**src/sci_pkg.sv**
```systemverilog
// Contract
// Serial clock rate is reference over two times (linear+1) times two to exponent.
// Linear term comes from its own four-bit field and counts as value plus one.
// Clear receiver-driven starts on transmit data; set starts on receive room.
// Software must set master-select before using SPI; slave mode is invalid.
// On transmit underrun send all-ones, or resend the last byte when repeat set.
// Clock-phase clear samples on the leading edge; set samples on the second.
// Clock-polarity clear gives a rising leading edge; set gives a falling one.
// Transmit-idle flag is high only with empty transmit FIFO and no shifting.
// Receive-valid flag is high whenever the receive FIFO holds a byte.
// Receive-overrun sets on receive FIFO overflow; data register read clears it.
// Writing stop-request issues a STOP; the bit clears when it completes.
// Writing start-request issues a START or repeated START; then self-clears.
// Writing send-byte transmits one byte; the bit clears when it completes.
// Writing receive-byte clocks in one byte; the bit clears when it completes.
// After each received byte drive ACK when ack-select set, NACK when clear.
`default_nettype none
package sci_pkg;
	// Register indexes; byte address is four times the index
	localparam logic [15:0] IDX_SPI_STATUS = 16'h44a0;
	localparam logic [15:0] IDX_I2C_COMMAND = 16'h44a6;
	localparam logic [15:0] IDX_I2C_ACK = 16'h44a8;
	localparam logic [15:0] IDX_SPI_CONFIG = 16'h44ac;
	localparam logic [15:0] IDX_RATE_LINEAR = 16'h44b0;
	localparam logic [15:0] IDX_RATE_EXPONENT = 16'h44b2;
	localparam logic [15:0] IDX_DATA_PORT = 16'h44c0;
	localparam logic [15:0] IDX_IRQ_STATUS = 16'h44c2;
	localparam logic [15:0] IDX_IRQ_MASK = 16'h44c4;
	localparam logic [15:0] IDX_MODE = 16'h44c6;
	// Config field positions
	localparam int CFG_POL = 0;
	localparam int CFG_PHA = 1;
	localparam int CFG_ORDER = 2;
	localparam int CFG_RPT = 3;
	localparam int CFG_MST = 4;
	localparam int CFG_RXDRV = 5;
	// Command field positions
	localparam int CMD_RECV = 0;
	localparam int CMD_SEND = 1;
	localparam int CMD_START = 2;
	localparam int CMD_STOP = 3;
	// Interrupt status positions
	localparam int EV_SPI_DONE = 0;
	localparam int EV_RX_OVR = 1;
	localparam int EV_I2C_DONE = 2;
	localparam int EV_I2C_NACK = 3;
	// Reset values and constants
	localparam logic [5:0] RST_SPI_CONFIG = 6'h00;
	localparam logic [3:0] RST_RATE = 4'h0;
	localparam logic [3:0] RST_I2C_CMD = 4'h0;
	localparam logic [3:0] RST_IRQ = 4'h0;
	localparam logic [7:0] BUSY_TOKEN = 8'hff;
	localparam logic [3:0] SPI_LAST_EDGE = 4'hf;
	localparam logic [3:0] I2C_ACK_BIT = 4'h8;
	typedef enum logic [0:0] {SPI_IDLE, SPI_SHIFT} sci_spi_state_t;
	typedef enum logic [1:0] {I2C_IDLE, I2C_START, I2C_STOP, I2C_BYTE} sci_i2c_state_t;
endpackage
`default_nettype wire

```
**src/sci_rate_gen.sv**
```systemverilog
`default_nettype none
module sci_rate_gen import sci_pkg::*; (
	// Clock and reset
	input wire logic i_clock,
	input wire logic i_rst_n,
	// Control
	input wire logic i_run,
	input wire logic [3:0] i_lin,
	input wire logic [3:0] i_exp,
	// Half-period enable
	output logic o_tick
);
	logic [19:0] count;
	logic [19:0] next_count;
	logic [19:0] limit;

	// Half period is (linear+1) * 2^exponent cycles; full period twice that
	assign limit = 20'(({16'h0000, i_lin} + 20'h0_0001) << i_exp) - 20'h0_0001;
	assign o_tick = i_run && (count == limit);

	// Next count
	always_comb begin
		next_count = count + 20'h0_0001;
		if (!i_run || o_tick) begin
			next_count = 20'h0_0000;
		end
	end

	// Count register
	always_ff @(posedge i_clock or negedge i_rst_n) begin
		if (!i_rst_n) begin
			count <= 20'h0_0000;
		end else begin
			count <= next_count;
		end
	end
endmodule
`default_nettype wire

```
**src/sci_fifo.sv**
```systemverilog
`default_nettype none
module sci_fifo (
	// Clock and reset
	input wire logic i_clock,
	input wire logic i_rst_n,
	// Write side
	input wire logic i_push,
	input wire logic [7:0] i_wdata,
	// Read side
	input wire logic i_pop,
	output logic [7:0] o_rdata,
	// Flags
	output logic o_empty,
	output logic o_full
);
	logic [7:0] mem [4];
	logic [1:0] wr_ptr;
	logic [1:0] rd_ptr;
	logic [2:0] count;
	logic [1:0] next_wr_ptr;
	logic [1:0] next_rd_ptr;
	logic [2:0] next_count;
	logic do_push;
	logic do_pop;

	assign o_empty = (count == 3'h0);
	assign o_full = (count == 3'h4);
	assign o_rdata = mem[rd_ptr];
	assign do_push = i_push && !o_full;
	assign do_pop = i_pop && !o_empty;

	// Pointer update
	always_comb begin
		next_wr_ptr = do_push ? wr_ptr + 2'h1 : wr_ptr;
		next_rd_ptr = do_pop ? rd_ptr + 2'h1 : rd_ptr;
		next_count = count + (do_push ? 3'h1 : 3'h0) - (do_pop ? 3'h1 : 3'h0);
	end

	// Pointer registers
	always_ff @(posedge i_clock or negedge i_rst_n) begin
		if (!i_rst_n) begin
			wr_ptr <= 2'h0;
			rd_ptr <= 2'h0;
			count <= 3'h0;
		end else begin
			wr_ptr <= next_wr_ptr;
			rd_ptr <= next_rd_ptr;
			count <= next_count;
		end
	end

	// Storage, no reset needed
	always_ff @(posedge i_clock) begin
		if (do_push) begin
			mem[wr_ptr] <= i_wdata;
		end
	end
endmodule
`default_nettype wire

```
**src/sci_serial_ctrl.sv**
```systemverilog
`default_nettype none
module sci_serial_ctrl import sci_pkg::*; (
	// Clock and reset
	input wire logic i_clock,
	input wire logic i_rst_n,
	// APB slave
	input wire logic i_psel,
	input wire logic i_penable,
	input wire logic i_pwrite,
	input wire logic [19:0] i_paddr,
	input wire logic [31:0] i_pwdata,
	output logic [31:0] o_prdata,
	output logic o_pready,
	output logic o_pslverr,
	// Interrupt
	output logic o_irq,
	// SPI master pins
	output logic o_sclk,
	output logic o_mosi,
	output logic o_ss_n,
	input wire logic i_miso,
	// I2C pins, enable high pulls low
	input wire logic i_scl,
	output logic o_scl_oe,
	input wire logic i_sda,
	output logic o_sda_oe
);
	// Register state
	logic [5:0] spi_config, next_spi_config;
	logic [3:0] rate_linear, next_rate_linear;
	logic [3:0] rate_exponent, next_rate_exponent;
	logic [3:0] i2c_command, next_i2c_command;
	logic ack_select, next_ack_select;
	logic mode_i2c, next_mode_i2c;
	logic [3:0] irq_status, next_irq_status;
	logic [3:0] irq_mask, next_irq_mask;
	logic rx_overrun, next_rx_overrun;
	logic [31:0] prdata, next_prdata;
	// SPI state
	sci_spi_state_t spi_state, next_spi_state;
	logic [3:0] edge_cnt, next_edge_cnt;
	logic [7:0] tx_byte, next_tx_byte;
	logic [7:0] rx_sr, next_rx_sr;
	logic [7:0] last_byte, next_last_byte;
	logic sclk, next_sclk;
	logic mosi, next_mosi;
	// I2C state
	sci_i2c_state_t i2c_state, next_i2c_state;
	logic [1:0] phase, next_phase;
	logic [3:0] bitn, next_bitn;
	logic [7:0] i2c_sr, next_i2c_sr;
	logic i2c_send, next_i2c_send;
	logic scl_oe, next_scl_oe;
	logic sda_oe, next_sda_oe;
	// Synchronisers
	logic [1:0] miso_sync, sda_sync, scl_sync;
	// Interconnect
	logic tick, run;
	logic tx_empty, tx_full, rx_empty, rx_full;
	logic [7:0] tx_head, rx_head;
	logic spi_pop, spi_push, i2c_pop, i2c_push;
	logic [7:0] i2c_rx_data;
	logic [3:0] cmd_clr;
	logic i2c_done_ev, i2c_nack_ev;
	logic rx_push, tx_push, rx_pop;
	logic [7:0] rx_wdata;
	logic wr_acc, rd_acc, setup, mapped;
	logic spi_go, tx_idle;
	logic [3:0] events;

	// Byte address decode
	function automatic logic hit(input logic [19:0] a, input logic [15:0] idx);
		return a == {2'b00, idx, 2'b00};
	endfunction
	// Pick bit i of a byte in the configured order
	function automatic logic pick(input logic [7:0] b, input logic [2:0] i, input logic lsb);
		return lsb ? b[i] : b[3'd7 - i];
	endfunction

	// Bus strobes
	assign setup = i_psel && !i_penable;
	assign wr_acc = i_psel && i_penable && i_pwrite;
	assign rd_acc = i_psel && i_penable && !i_pwrite;
	assign mapped = hit(i_paddr, IDX_SPI_STATUS) || hit(i_paddr, IDX_I2C_COMMAND)
		|| hit(i_paddr, IDX_I2C_ACK) || hit(i_paddr, IDX_SPI_CONFIG)
		|| hit(i_paddr, IDX_RATE_LINEAR) || hit(i_paddr, IDX_RATE_EXPONENT)
		|| hit(i_paddr, IDX_DATA_PORT) || hit(i_paddr, IDX_IRQ_STATUS)
		|| hit(i_paddr, IDX_IRQ_MASK) || hit(i_paddr, IDX_MODE);
	assign o_pready = 1'b1;
	assign o_pslverr = i_psel && i_penable && !mapped;
	assign o_prdata = prdata;
	assign o_irq = |(irq_status & irq_mask);

	// FIFO traffic
	assign tx_push = wr_acc && hit(i_paddr, IDX_DATA_PORT);
	assign rx_pop = rd_acc && hit(i_paddr, IDX_DATA_PORT);
	assign rx_push = spi_push || i2c_push;
	assign rx_wdata = spi_push ? next_rx_sr : i2c_rx_data;
	assign tx_idle = tx_empty && (spi_state == SPI_IDLE);
	assign run = (spi_state != SPI_IDLE) || (i2c_state != I2C_IDLE);
	assign events = {i2c_nack_ev, i2c_done_ev, rx_push && rx_full, spi_push};

	sci_rate_gen u_rate (
		.i_clock(i_clock),
		.i_rst_n(i_rst_n),
		.i_run(run),
		.i_lin(rate_linear),
		.i_exp(rate_exponent),
		.o_tick(tick)
	);
	sci_fifo u_tx_fifo (
		.i_clock(i_clock),
		.i_rst_n(i_rst_n),
		.i_push(tx_push),
		.i_wdata(i_pwdata[7:0]),
		.i_pop(spi_pop || i2c_pop),
		.o_rdata(tx_head),
		.o_empty(tx_empty),
		.o_full(tx_full)
	);
	sci_fifo u_rx_fifo (
		.i_clock(i_clock),
		.i_rst_n(i_rst_n),
		.i_push(rx_push),
		.i_wdata(rx_wdata),
		.i_pop(rx_pop),
		.o_rdata(rx_head),
		.o_empty(rx_empty),
		.o_full(rx_full)
	);

	// Register file next values
	always_comb begin
		next_spi_config = spi_config;
		next_rate_linear = rate_linear;
		next_rate_exponent = rate_exponent;
		next_ack_select = ack_select;
		next_mode_i2c = mode_i2c;
		next_irq_mask = irq_mask;
		next_prdata = prdata;
		next_i2c_command = i2c_command & ~cmd_clr;
		next_irq_status = irq_status;
		next_rx_overrun = rx_overrun;
		if (wr_acc) begin
			if (hit(i_paddr, IDX_SPI_CONFIG)) next_spi_config = i_pwdata[5:0];
			if (hit(i_paddr, IDX_RATE_LINEAR)) next_rate_linear = i_pwdata[3:0];
			if (hit(i_paddr, IDX_RATE_EXPONENT)) next_rate_exponent = i_pwdata[3:0];
			if (hit(i_paddr, IDX_I2C_COMMAND)) next_i2c_command = i_pwdata[3:0];
			if (hit(i_paddr, IDX_I2C_ACK)) next_ack_select = i_pwdata[0];
			if (hit(i_paddr, IDX_MODE)) next_mode_i2c = i_pwdata[0];
			if (hit(i_paddr, IDX_IRQ_MASK)) next_irq_mask = i_pwdata[3:0];
			if (hit(i_paddr, IDX_IRQ_STATUS)) next_irq_status = irq_status & ~i_pwdata[3:0];
		end
		// Events win over a clear in the same cycle
		next_irq_status = next_irq_status | events;
		if (rx_pop) next_rx_overrun = 1'b0;
		if (rx_push && rx_full) next_rx_overrun = 1'b1;
		// Read data captured in the setup phase
		if (setup) begin
			next_prdata = 32'h0000_0000;
			if (hit(i_paddr, IDX_SPI_STATUS))
				next_prdata[3:0] = {tx_idle, !tx_full, !rx_empty, rx_overrun};
			if (hit(i_paddr, IDX_I2C_COMMAND)) next_prdata[3:0] = i2c_command;
			if (hit(i_paddr, IDX_I2C_ACK)) next_prdata[0] = ack_select;
			if (hit(i_paddr, IDX_SPI_CONFIG)) next_prdata[5:0] = spi_config;
			if (hit(i_paddr, IDX_RATE_LINEAR)) next_prdata[3:0] = rate_linear;
			if (hit(i_paddr, IDX_RATE_EXPONENT)) next_prdata[3:0] = rate_exponent;
			if (hit(i_paddr, IDX_DATA_PORT)) next_prdata[7:0] = rx_head;
			if (hit(i_paddr, IDX_IRQ_STATUS)) next_prdata[3:0] = irq_status;
			if (hit(i_paddr, IDX_IRQ_MASK)) next_prdata[3:0] = irq_mask;
			if (hit(i_paddr, IDX_MODE)) next_prdata[0] = mode_i2c;
		end
	end

	// Register file storage
	always_ff @(posedge i_clock or negedge i_rst_n) begin
		if (!i_rst_n) begin
			spi_config <= RST_SPI_CONFIG;
			rate_linear <= RST_RATE;
			rate_exponent <= RST_RATE;
			i2c_command <= RST_I2C_CMD;
			ack_select <= 1'b0;
			mode_i2c <= 1'b0;
			irq_status <= RST_IRQ;
			irq_mask <= RST_IRQ;
			rx_overrun <= 1'b0;
			prdata <= 32'h0000_0000;
		end else begin
			spi_config <= next_spi_config;
			rate_linear <= next_rate_linear;
			rate_exponent <= next_rate_exponent;
			i2c_command <= next_i2c_command;
			ack_select <= next_ack_select;
			mode_i2c <= next_mode_i2c;
			irq_status <= next_irq_status;
			irq_mask <= next_irq_mask;
			rx_overrun <= next_rx_overrun;
			prdata <= next_prdata;
		end
	end

	// SPI start condition, gated by master mode
	assign spi_go = !mode_i2c && spi_config[CFG_MST]
		&& (spi_config[CFG_RXDRV] ? !rx_full : !tx_empty);

	// SPI engine next values
	always_comb begin
		logic lead;
		logic smp;
		logic [4:0] nxt;
		lead = 1'b0;
		smp = 1'b0;
		nxt = 5'h00;
		next_spi_state = spi_state;
		next_edge_cnt = edge_cnt;
		next_tx_byte = tx_byte;
		next_rx_sr = rx_sr;
		next_last_byte = last_byte;
		next_sclk = sclk;
		next_mosi = mosi;
		spi_pop = 1'b0;
		spi_push = 1'b0;
		case (spi_state)
			SPI_IDLE: begin
				next_sclk = spi_config[CFG_POL];
				if (spi_go) begin
					// Underrun sends the busy token or repeats the last byte
					next_tx_byte = !tx_empty ? tx_head
						: (spi_config[CFG_RPT] ? last_byte : BUSY_TOKEN);
					next_last_byte = next_tx_byte;
					spi_pop = !tx_empty;
					next_edge_cnt = 4'h0;
					next_spi_state = SPI_SHIFT;
					if (!spi_config[CFG_PHA]) next_mosi = pick(next_tx_byte, 3'h0, spi_config[CFG_ORDER]);
				end
			end
			SPI_SHIFT: begin
				if (tick) begin
					lead = !edge_cnt[0];
					smp = lead ^ spi_config[CFG_PHA];
					nxt = {1'b0, edge_cnt} + 5'h01;
					next_sclk = ~sclk;
					if (smp) begin
						next_rx_sr = spi_config[CFG_ORDER] ? {miso_sync[1], rx_sr[7:1]}
							: {rx_sr[6:0], miso_sync[1]};
					end else if (edge_cnt != SPI_LAST_EDGE) begin
						next_mosi = pick(tx_byte, nxt[3:1], spi_config[CFG_ORDER]);
					end
					next_edge_cnt = nxt[3:0];
					if (edge_cnt == SPI_LAST_EDGE) begin
						spi_push = 1'b1;
						next_spi_state = SPI_IDLE;
					end
				end
			end
			default: next_spi_state = SPI_IDLE;
		endcase
	end

	// SPI engine registers
	always_ff @(posedge i_clock or negedge i_rst_n) begin
		if (!i_rst_n) begin
			spi_state <= SPI_IDLE;
			edge_cnt <= 4'h0;
			tx_byte <= 8'h00;
			rx_sr <= 8'h00;
			last_byte <= BUSY_TOKEN;
			sclk <= 1'b0;
			mosi <= 1'b0;
		end else begin
			spi_state <= next_spi_state;
			edge_cnt <= next_edge_cnt;
			tx_byte <= next_tx_byte;
			rx_sr <= next_rx_sr;
			last_byte <= next_last_byte;
			sclk <= next_sclk;
			mosi <= next_mosi;
		end
	end
	assign o_sclk = sclk;
	assign o_mosi = mosi;
	assign o_ss_n = (spi_state == SPI_IDLE);

	// I2C engine next values
	always_comb begin
		next_i2c_state = i2c_state;
		next_phase = phase;
		next_bitn = bitn;
		next_i2c_sr = i2c_sr;
		next_i2c_send = i2c_send;
		next_scl_oe = scl_oe;
		next_sda_oe = sda_oe;
		cmd_clr = 4'h0;
		i2c_pop = 1'b0;
		i2c_push = 1'b0;
		i2c_done_ev = 1'b0;
		i2c_nack_ev = 1'b0;
		i2c_rx_data = {i2c_sr[6:0], sda_sync[1]};
		case (i2c_state)
			I2C_IDLE: begin
				next_phase = 2'h0;
				next_bitn = 4'h0;
				if (mode_i2c) begin
					if (i2c_command[CMD_START]) begin
						next_i2c_state = I2C_START;
					end else if (i2c_command[CMD_STOP]) begin
						next_i2c_state = I2C_STOP;
					end else if (i2c_command[CMD_SEND] && !tx_empty) begin
						next_i2c_state = I2C_BYTE;
						next_i2c_send = 1'b1;
						next_i2c_sr = tx_head;
						i2c_pop = 1'b1;
					end else if (i2c_command[CMD_RECV]) begin
						next_i2c_state = I2C_BYTE;
						next_i2c_send = 1'b0;
					end
				end
			end
			I2C_START: begin
				if (tick) begin
					next_phase = phase + 2'h1;
					case (phase)
						2'h0: begin
							next_scl_oe = 1'b0;
							next_sda_oe = 1'b0;
						end
						2'h1: next_sda_oe = 1'b1;
						default: begin
							next_scl_oe = 1'b1;
							cmd_clr[CMD_START] = 1'b1;
							i2c_done_ev = 1'b1;
							next_i2c_state = I2C_IDLE;
						end
					endcase
				end
			end
			I2C_STOP: begin
				if (tick) begin
					next_phase = phase + 2'h1;
					case (phase)
						2'h0: begin
							next_scl_oe = 1'b1;
							next_sda_oe = 1'b1;
						end
						2'h1: next_scl_oe = 1'b0;
						default: begin
							next_sda_oe = 1'b0;
							cmd_clr[CMD_STOP] = 1'b1;
							i2c_done_ev = 1'b1;
							next_i2c_state = I2C_IDLE;
						end
					endcase
				end
			end
			I2C_BYTE: begin
				if (tick) begin
					next_phase = phase + 2'h1;
					case (phase)
						2'h0: begin
							next_scl_oe = 1'b1;
							if (bitn != I2C_ACK_BIT) next_sda_oe = i2c_send && !i2c_sr[7];
							else next_sda_oe = !i2c_send && ack_select;
						end
						2'h1: next_scl_oe = 1'b0;
						2'h2: begin
							if (bitn != I2C_ACK_BIT && !i2c_send) next_i2c_sr = i2c_rx_data;
							if (bitn == I2C_ACK_BIT && i2c_send) i2c_nack_ev = sda_sync[1];
						end
						default: begin
							next_scl_oe = 1'b1;
							next_bitn = bitn + 4'h1;
							if (i2c_send) next_i2c_sr = {i2c_sr[6:0], 1'b0};
							if (bitn == I2C_ACK_BIT) begin
								next_sda_oe = 1'b0;
								cmd_clr[CMD_SEND] = i2c_send;
								cmd_clr[CMD_RECV] = !i2c_send;
								i2c_push = !i2c_send;
								i2c_rx_data = i2c_sr;
								i2c_done_ev = 1'b1;
								next_i2c_state = I2C_IDLE;
							end
						end
					endcase
				end
			end
			default: next_i2c_state = I2C_IDLE;
		endcase
	end

	// I2C engine registers and input synchronisers
	always_ff @(posedge i_clock or negedge i_rst_n) begin
		if (!i_rst_n) begin
			i2c_state <= I2C_IDLE;
			phase <= 2'h0;
			bitn <= 4'h0;
			i2c_sr <= 8'h00;
			i2c_send <= 1'b0;
			scl_oe <= 1'b0;
			sda_oe <= 1'b0;
			miso_sync <= 2'b00;
			sda_sync <= 2'b11;
			scl_sync <= 2'b11;
		end else begin
			i2c_state <= next_i2c_state;
			phase <= next_phase;
			bitn <= next_bitn;
			i2c_sr <= next_i2c_sr;
			i2c_send <= next_i2c_send;
			scl_oe <= next_scl_oe;
			sda_oe <= next_sda_oe;
			miso_sync <= {miso_sync[0], i_miso};
			sda_sync <= {sda_sync[0], i_sda};
			scl_sync <= {scl_sync[0], i_scl};
		end
	end
	assign o_scl_oe = scl_oe;
	assign o_sda_oe = sda_oe;
endmodule
`default_nettype wire

```
**config.mk**
```make
export PLATFORM = sky130hd
export DESIGN_NAME = sci_serial_ctrl
export DESIGN_NICKNAME = d
export VERILOG_FILES = /design/src/sci_pkg.sv /design/src/sci_rate_gen.sv /design/src/sci_fifo.sv /design/src/sci_serial_ctrl.sv
export SDC_FILE = /design/constraint.sdc
export NUM_CORES = 1
export LEC_CHECK = 0
export BUFFER_PORTS_ARGS = -buffer_cell sky130_fd_sc_hd__buf_4
export CORE_AREA = 2 2 146 148
export DETAILED_ROUTE_END_ITERATION = 10
export DIE_AREA = 0 0 148 150
export PLACE_DENSITY_LB_ADDON = 0.25
export SYNTH_ARGS = -nofsm -noshare
export SYNTH_HDL_FRONTEND = slang
export SYNTH_SLANG_ARGS = --single-unit
export TNS_END_PERCENT = 50
```
**constraint.sdc**
```tcl
create_clock -name i_clock -period 4.05 [get_ports i_clock]
set_input_delay 0.81 -clock i_clock [delete_from_list [all_inputs] [get_ports i_clock]]
set_output_delay 0.81 -clock i_clock [all_outputs]
set_load 0.05 [all_outputs]
```
==> key figures <==
Critical path
  • Worst Path Required: 4230 ps
  • Arrival time of the worst setup path: 4440 ps
  • Critical path type: flop to flop
  • Critical path endpoint category: flop
  • Worst setup SP type: flop
  • Critical path fanouts, max: 8

Timing
  • Final Critical Period: 4261 ps
  • Final WS setup: -210.7 ps
  • Fin crit share: 1.052
  • Fin. max-slew vios: 0
  • Hold Violations, Final: 0
  • Clk_skew: 19.09 ps
  • Worst hold slack: 353.5 ps
  • Worst-Margin Slew: ~990 ps
  • Final Setup Violations: 40
  • Unrepaired setup endpoints after global routing: yes
  • Setup TNS: -6334 ps
  • Worst rel slew slack: 0.3400
  • Highest clock rate: 234.7 MHz

Layout
  • Commonest non-fill, non-tap cells in the layout: 184 x buf_4, 112 x dfrtp_1, 100 x nand2_1
  • Design area: 0.01403 mm²
  • Most common cell after layout, fill and taps aside: buf_4
  • Share of post-route cells with drive strength above 1: 0.3272
  • Inserted Diodes: 0
  • Post-layout nets: 1331
  • Area growth from synthesis to layout: 25.86%

Global routing
  • Met2 usage: 0.4602
  • Initial antenna violation count: 1
  • Met1 GRT Util: 0.3370
  • GR Util met3: 0.04238
  • Gr busiest metal: met2
  • Largest net degree at the start of global routing: 95
  • Total global routing overflow: 0
  • Number of global-route vias before repair: 8818
  • All-Layer GR Usage: 0.2648
  • Wire length of the first global-routing pass: roughly 46000 µm

Power and ir drop
  • Sw frac: 0.3043
  • P_int: 3.271 mW
  • Leak: 5.890 nW
  • Clock power share: 0.384
  • Sequential Power Share: 0.465
  • Power, Total: 4.701 mW
  • Max VDD drop: between 0.3 and 0.4 mV
  • P_sw: 1.431 mW
  • Combinational Power Share: 0.151
  • P per Cell Area: 335.1 mW/mm²

CTS
  • Inserted Clock Buffers: 17
  • H-Tree Depth: 4
  • Hold buffer count at cts: 0
  • CTS tree: yes
  • Clock transition at the registers of the reported paths: 80 ps
  • Worst-Skew Late Latency: about 450 ps
  • CTS sink count: 189
  • Root buffer cell: clkbuf_16
  • CTS Buffer Depth: 2

Drt
  • Post-Route WL: 29180 µm
  • Residual DRC: 0
  • Post-route ant nets: 0
  • WL per Instance: about 19 µm
  • Total number of vias: ~9k
  • Pre-antenna DRT Iters: 6
  • Vias per cell: roughly 5.9
  • Initial DRC count: 753

Floorplanning
  • Num ports: 100
  • Die Y: 150 µm
  • Width of the die: ~150 µm
  • Core area: ~0.021 mm²
  • Initial Util: 0.5388
  • Cell row count: between 50 and 60
  • Die ar.: approximately 0.022 mm²

Synth
  • Seq/Total Area, Yosys: 0.4541
  • Post-synth EDFFs: 64
  • Post-synth top flop: dfrtp_1
  • Yosys warns: 0
  • Average size of a mapped cell: between 10 and 15 µm²
  • Mapped Cells: around 1.1k
  • Synthesized area: 0.01115 mm²
  • Post-synth cell types: 93
  • Post-synth ARST share: 0.6614
  • #FFs+latches synth: about 190

Place
  • Post-DP HPWL: 20580 µm
  • # port buffers: 49
  • GPL Wtd Cong: about 0.91
  • Dpl cell area: around 0.013 mm²

Status
  • Failing checks: negative setup slack
  • Status: complete, but fails checks

Flow run
  • Max-cap viol count: 0

Hold path
  • Worst min-delay path class: flop to flop
==> synthesized netlist by cell type, drive strengths merged (7+ instances only) <==
| library cell | count | share of area |
|---|---|---|
| dfrtp | 115 | 0.26 |
| nand2 | 102 | 0.035 |
| nor2 | 89 | 0.031 |
| edfxtp | 64 | 0.17 |
| o21ai | 58 | 0.026 |
| mux2 | 50 | 0.051 |
| buf | 45 | 0.029 |
| a21oi | 42 | 0.019 |
| nand3 | 40 | 0.020 |
| xnor2 | 37 | 0.029 |
| inv | 34 | 0.011 |
| clkbuf | 29 | 0.0098 |
| ha | 26 | 0.029 |
| xor2 | 24 | 0.020 |
| mux4 | 21 | 0.042 |
| nor3 | 20 | 0.010 |
| o22ai | 20 | 0.011 |
| and3 | 16 | 0.0094 |
| and2 | 14 | 0.0079 |
| a221oi | 13 | 0.011 |
| mux2i | 13 | 0.013 |
| nand3b | 11 | 0.0074 |
| nand4 | 11 | 0.0062 |
| nor4 | 11 | 0.0062 |
| dfstp | 10 | 0.024 |
| nand2b | 10 | 0.0056 |
| or3 | 10 | 0.0056 |
| a21o | 9 | 0.0061 |
| a211oi | 8 | 0.0054 |
| o31ai | 8 | 0.0066 |
| o22a | 7 | 0.0055 |
| or2 | 7 | 0.0042 |
==> critical path, stage by stage, from the launching register on <==
cell and delay, ps:
dfrtp_1 410, ha_4 200, xor2_4 190, buf_6 130, o211a_4 230, or2_4 230, a22oi_2 250, nand3_2 120
or4_4 530, xor2_4 180, nor4b_2 290, and4_4 260, buf_12 130, nand3_4 160, mux2_4 370, mux2_4 300
==> layer usage <==
metal,share of wire,wire length [µm]
met4,0.034,992
met5,0,0
met3,0.053,1540
met1,0.40,11790
met2,0.51,14860
==> worst paths after layout <==
| path | slack (ps) | cells after the start | from | end |
|---|---|---|---|---|
| max in group asynchronous | 2780 | 2 | i_rst_n | rx_sr[6]$_DFF_PN0_ |
| worst min register to register | 350 | 0 | miso_sync[0]$_DFF_PN0_ | miso_sync[1]$_DFF_PN0_ |
| worst max register to register | -210 | 15 | rate_linear[0]$_DFFE_PN0P_ | u_rx_fifo.mem[0][0]$_DFFE_PP_ |
| worst max-delay path | -210 | 15 | rate_linear[0]$_DFFE_PN0P_ | u_rx_fifo.mem[0][0]$_DFFE_PP_ |
| worst min-delay path | 350 | 0 | miso_sync[0]$_DFF_PN0_ | miso_sync[1]$_DFF_PN0_ |
| min in group asynchronous | 450 | 1 | i_rst_n | u_rate.count[3]$_DFF_PN0_ |
==> power by group through the flow <==
stage	Clock [mW]	Combinational (mW)	Sequential (mW)
floorplan	0	0.419	2.19
global placement	0	0.613	2.20
detailed placement	0	0.632	2.20
CTS	1.83	0.651	2.17
global route	1.90	0.760	2.20
finish	1.81	0.709	2.19
==> cell families (layout without fill, tap and decap cells) <==
logic type | count (synthesis) | after routing | synth area share
buffers and inverters | 109 | 275 | 0.05017
AND/OR/NAND/NOR | 369 | 369 | 0.1698
flip-flops | 189 | 189 | 0.4541
adder cells (fa/ha/maj) | 28 | 28 | 0.03277
multiplexers | 84 | 84 | 0.1061
XOR/XNOR | 61 | 61 | 0.04860
other | 2 | 25 | 0.0006737
AO/OA/AOI/OAI | 225 | 225 | 0.1378
==> stage by stage <==
| stage | util | worst slack (ps) | instances |
|---|---|---|---|
| floorplan | - | -103.0 | 1090 |
| global placement | 0.6170 | -322.7 | 1476 |
| detailed placement | 0.6170 | -375.0 | 1476 |
| CTS | 0.6601 | -137.4 | 1518 |
| global route | 0.6782 | -327.4 | 1531 |
| finish | 0.6782 | -210.7 | 1531 |
==> sequential cells by signal, indices dropped and copies added (netlist names), 4 cells and up <==
| name | cells |
|---|---|
| rate_linear | 4 |
| u_rate.count | 20 |
| rate_exponent | 4 |
| i2c_command | 4 |
| u_rx_fifo.mem | 32 |
| rx_sr | 8 |
| last_byte | 8 |
| o_prdata | 8 |
| spi_config | 6 |
| bitn | 4 |
| tx_byte | 8 |
| irq_mask | 4 |
| i2c_sr | 8 |
| u_tx_fifo.mem | 32 |
| irq_status | 4 |
| edge_cnt | 4 |
==> final cells by class <==
class                   count  area (µm²)
clock buffers              17       425.4
fillers                  1502        6659
well taps                 275       344.1
clock inverters            15       222.7
multi-input cells         792        6055
repair buffers            208        1787
inverters                  35       131.4
flip-flops and latches    189        5066
==> repair_timing <==
item	4_1_cts	5_1_grt
cloned	0	1
gates resized for setup	39	64
endpoints found under the hold margin	0	0
pin swaps	13	22
setup buffers	10	12
setup endpoints to repair	78	85
Note: power is estimated with default switching activity, not from simulation.
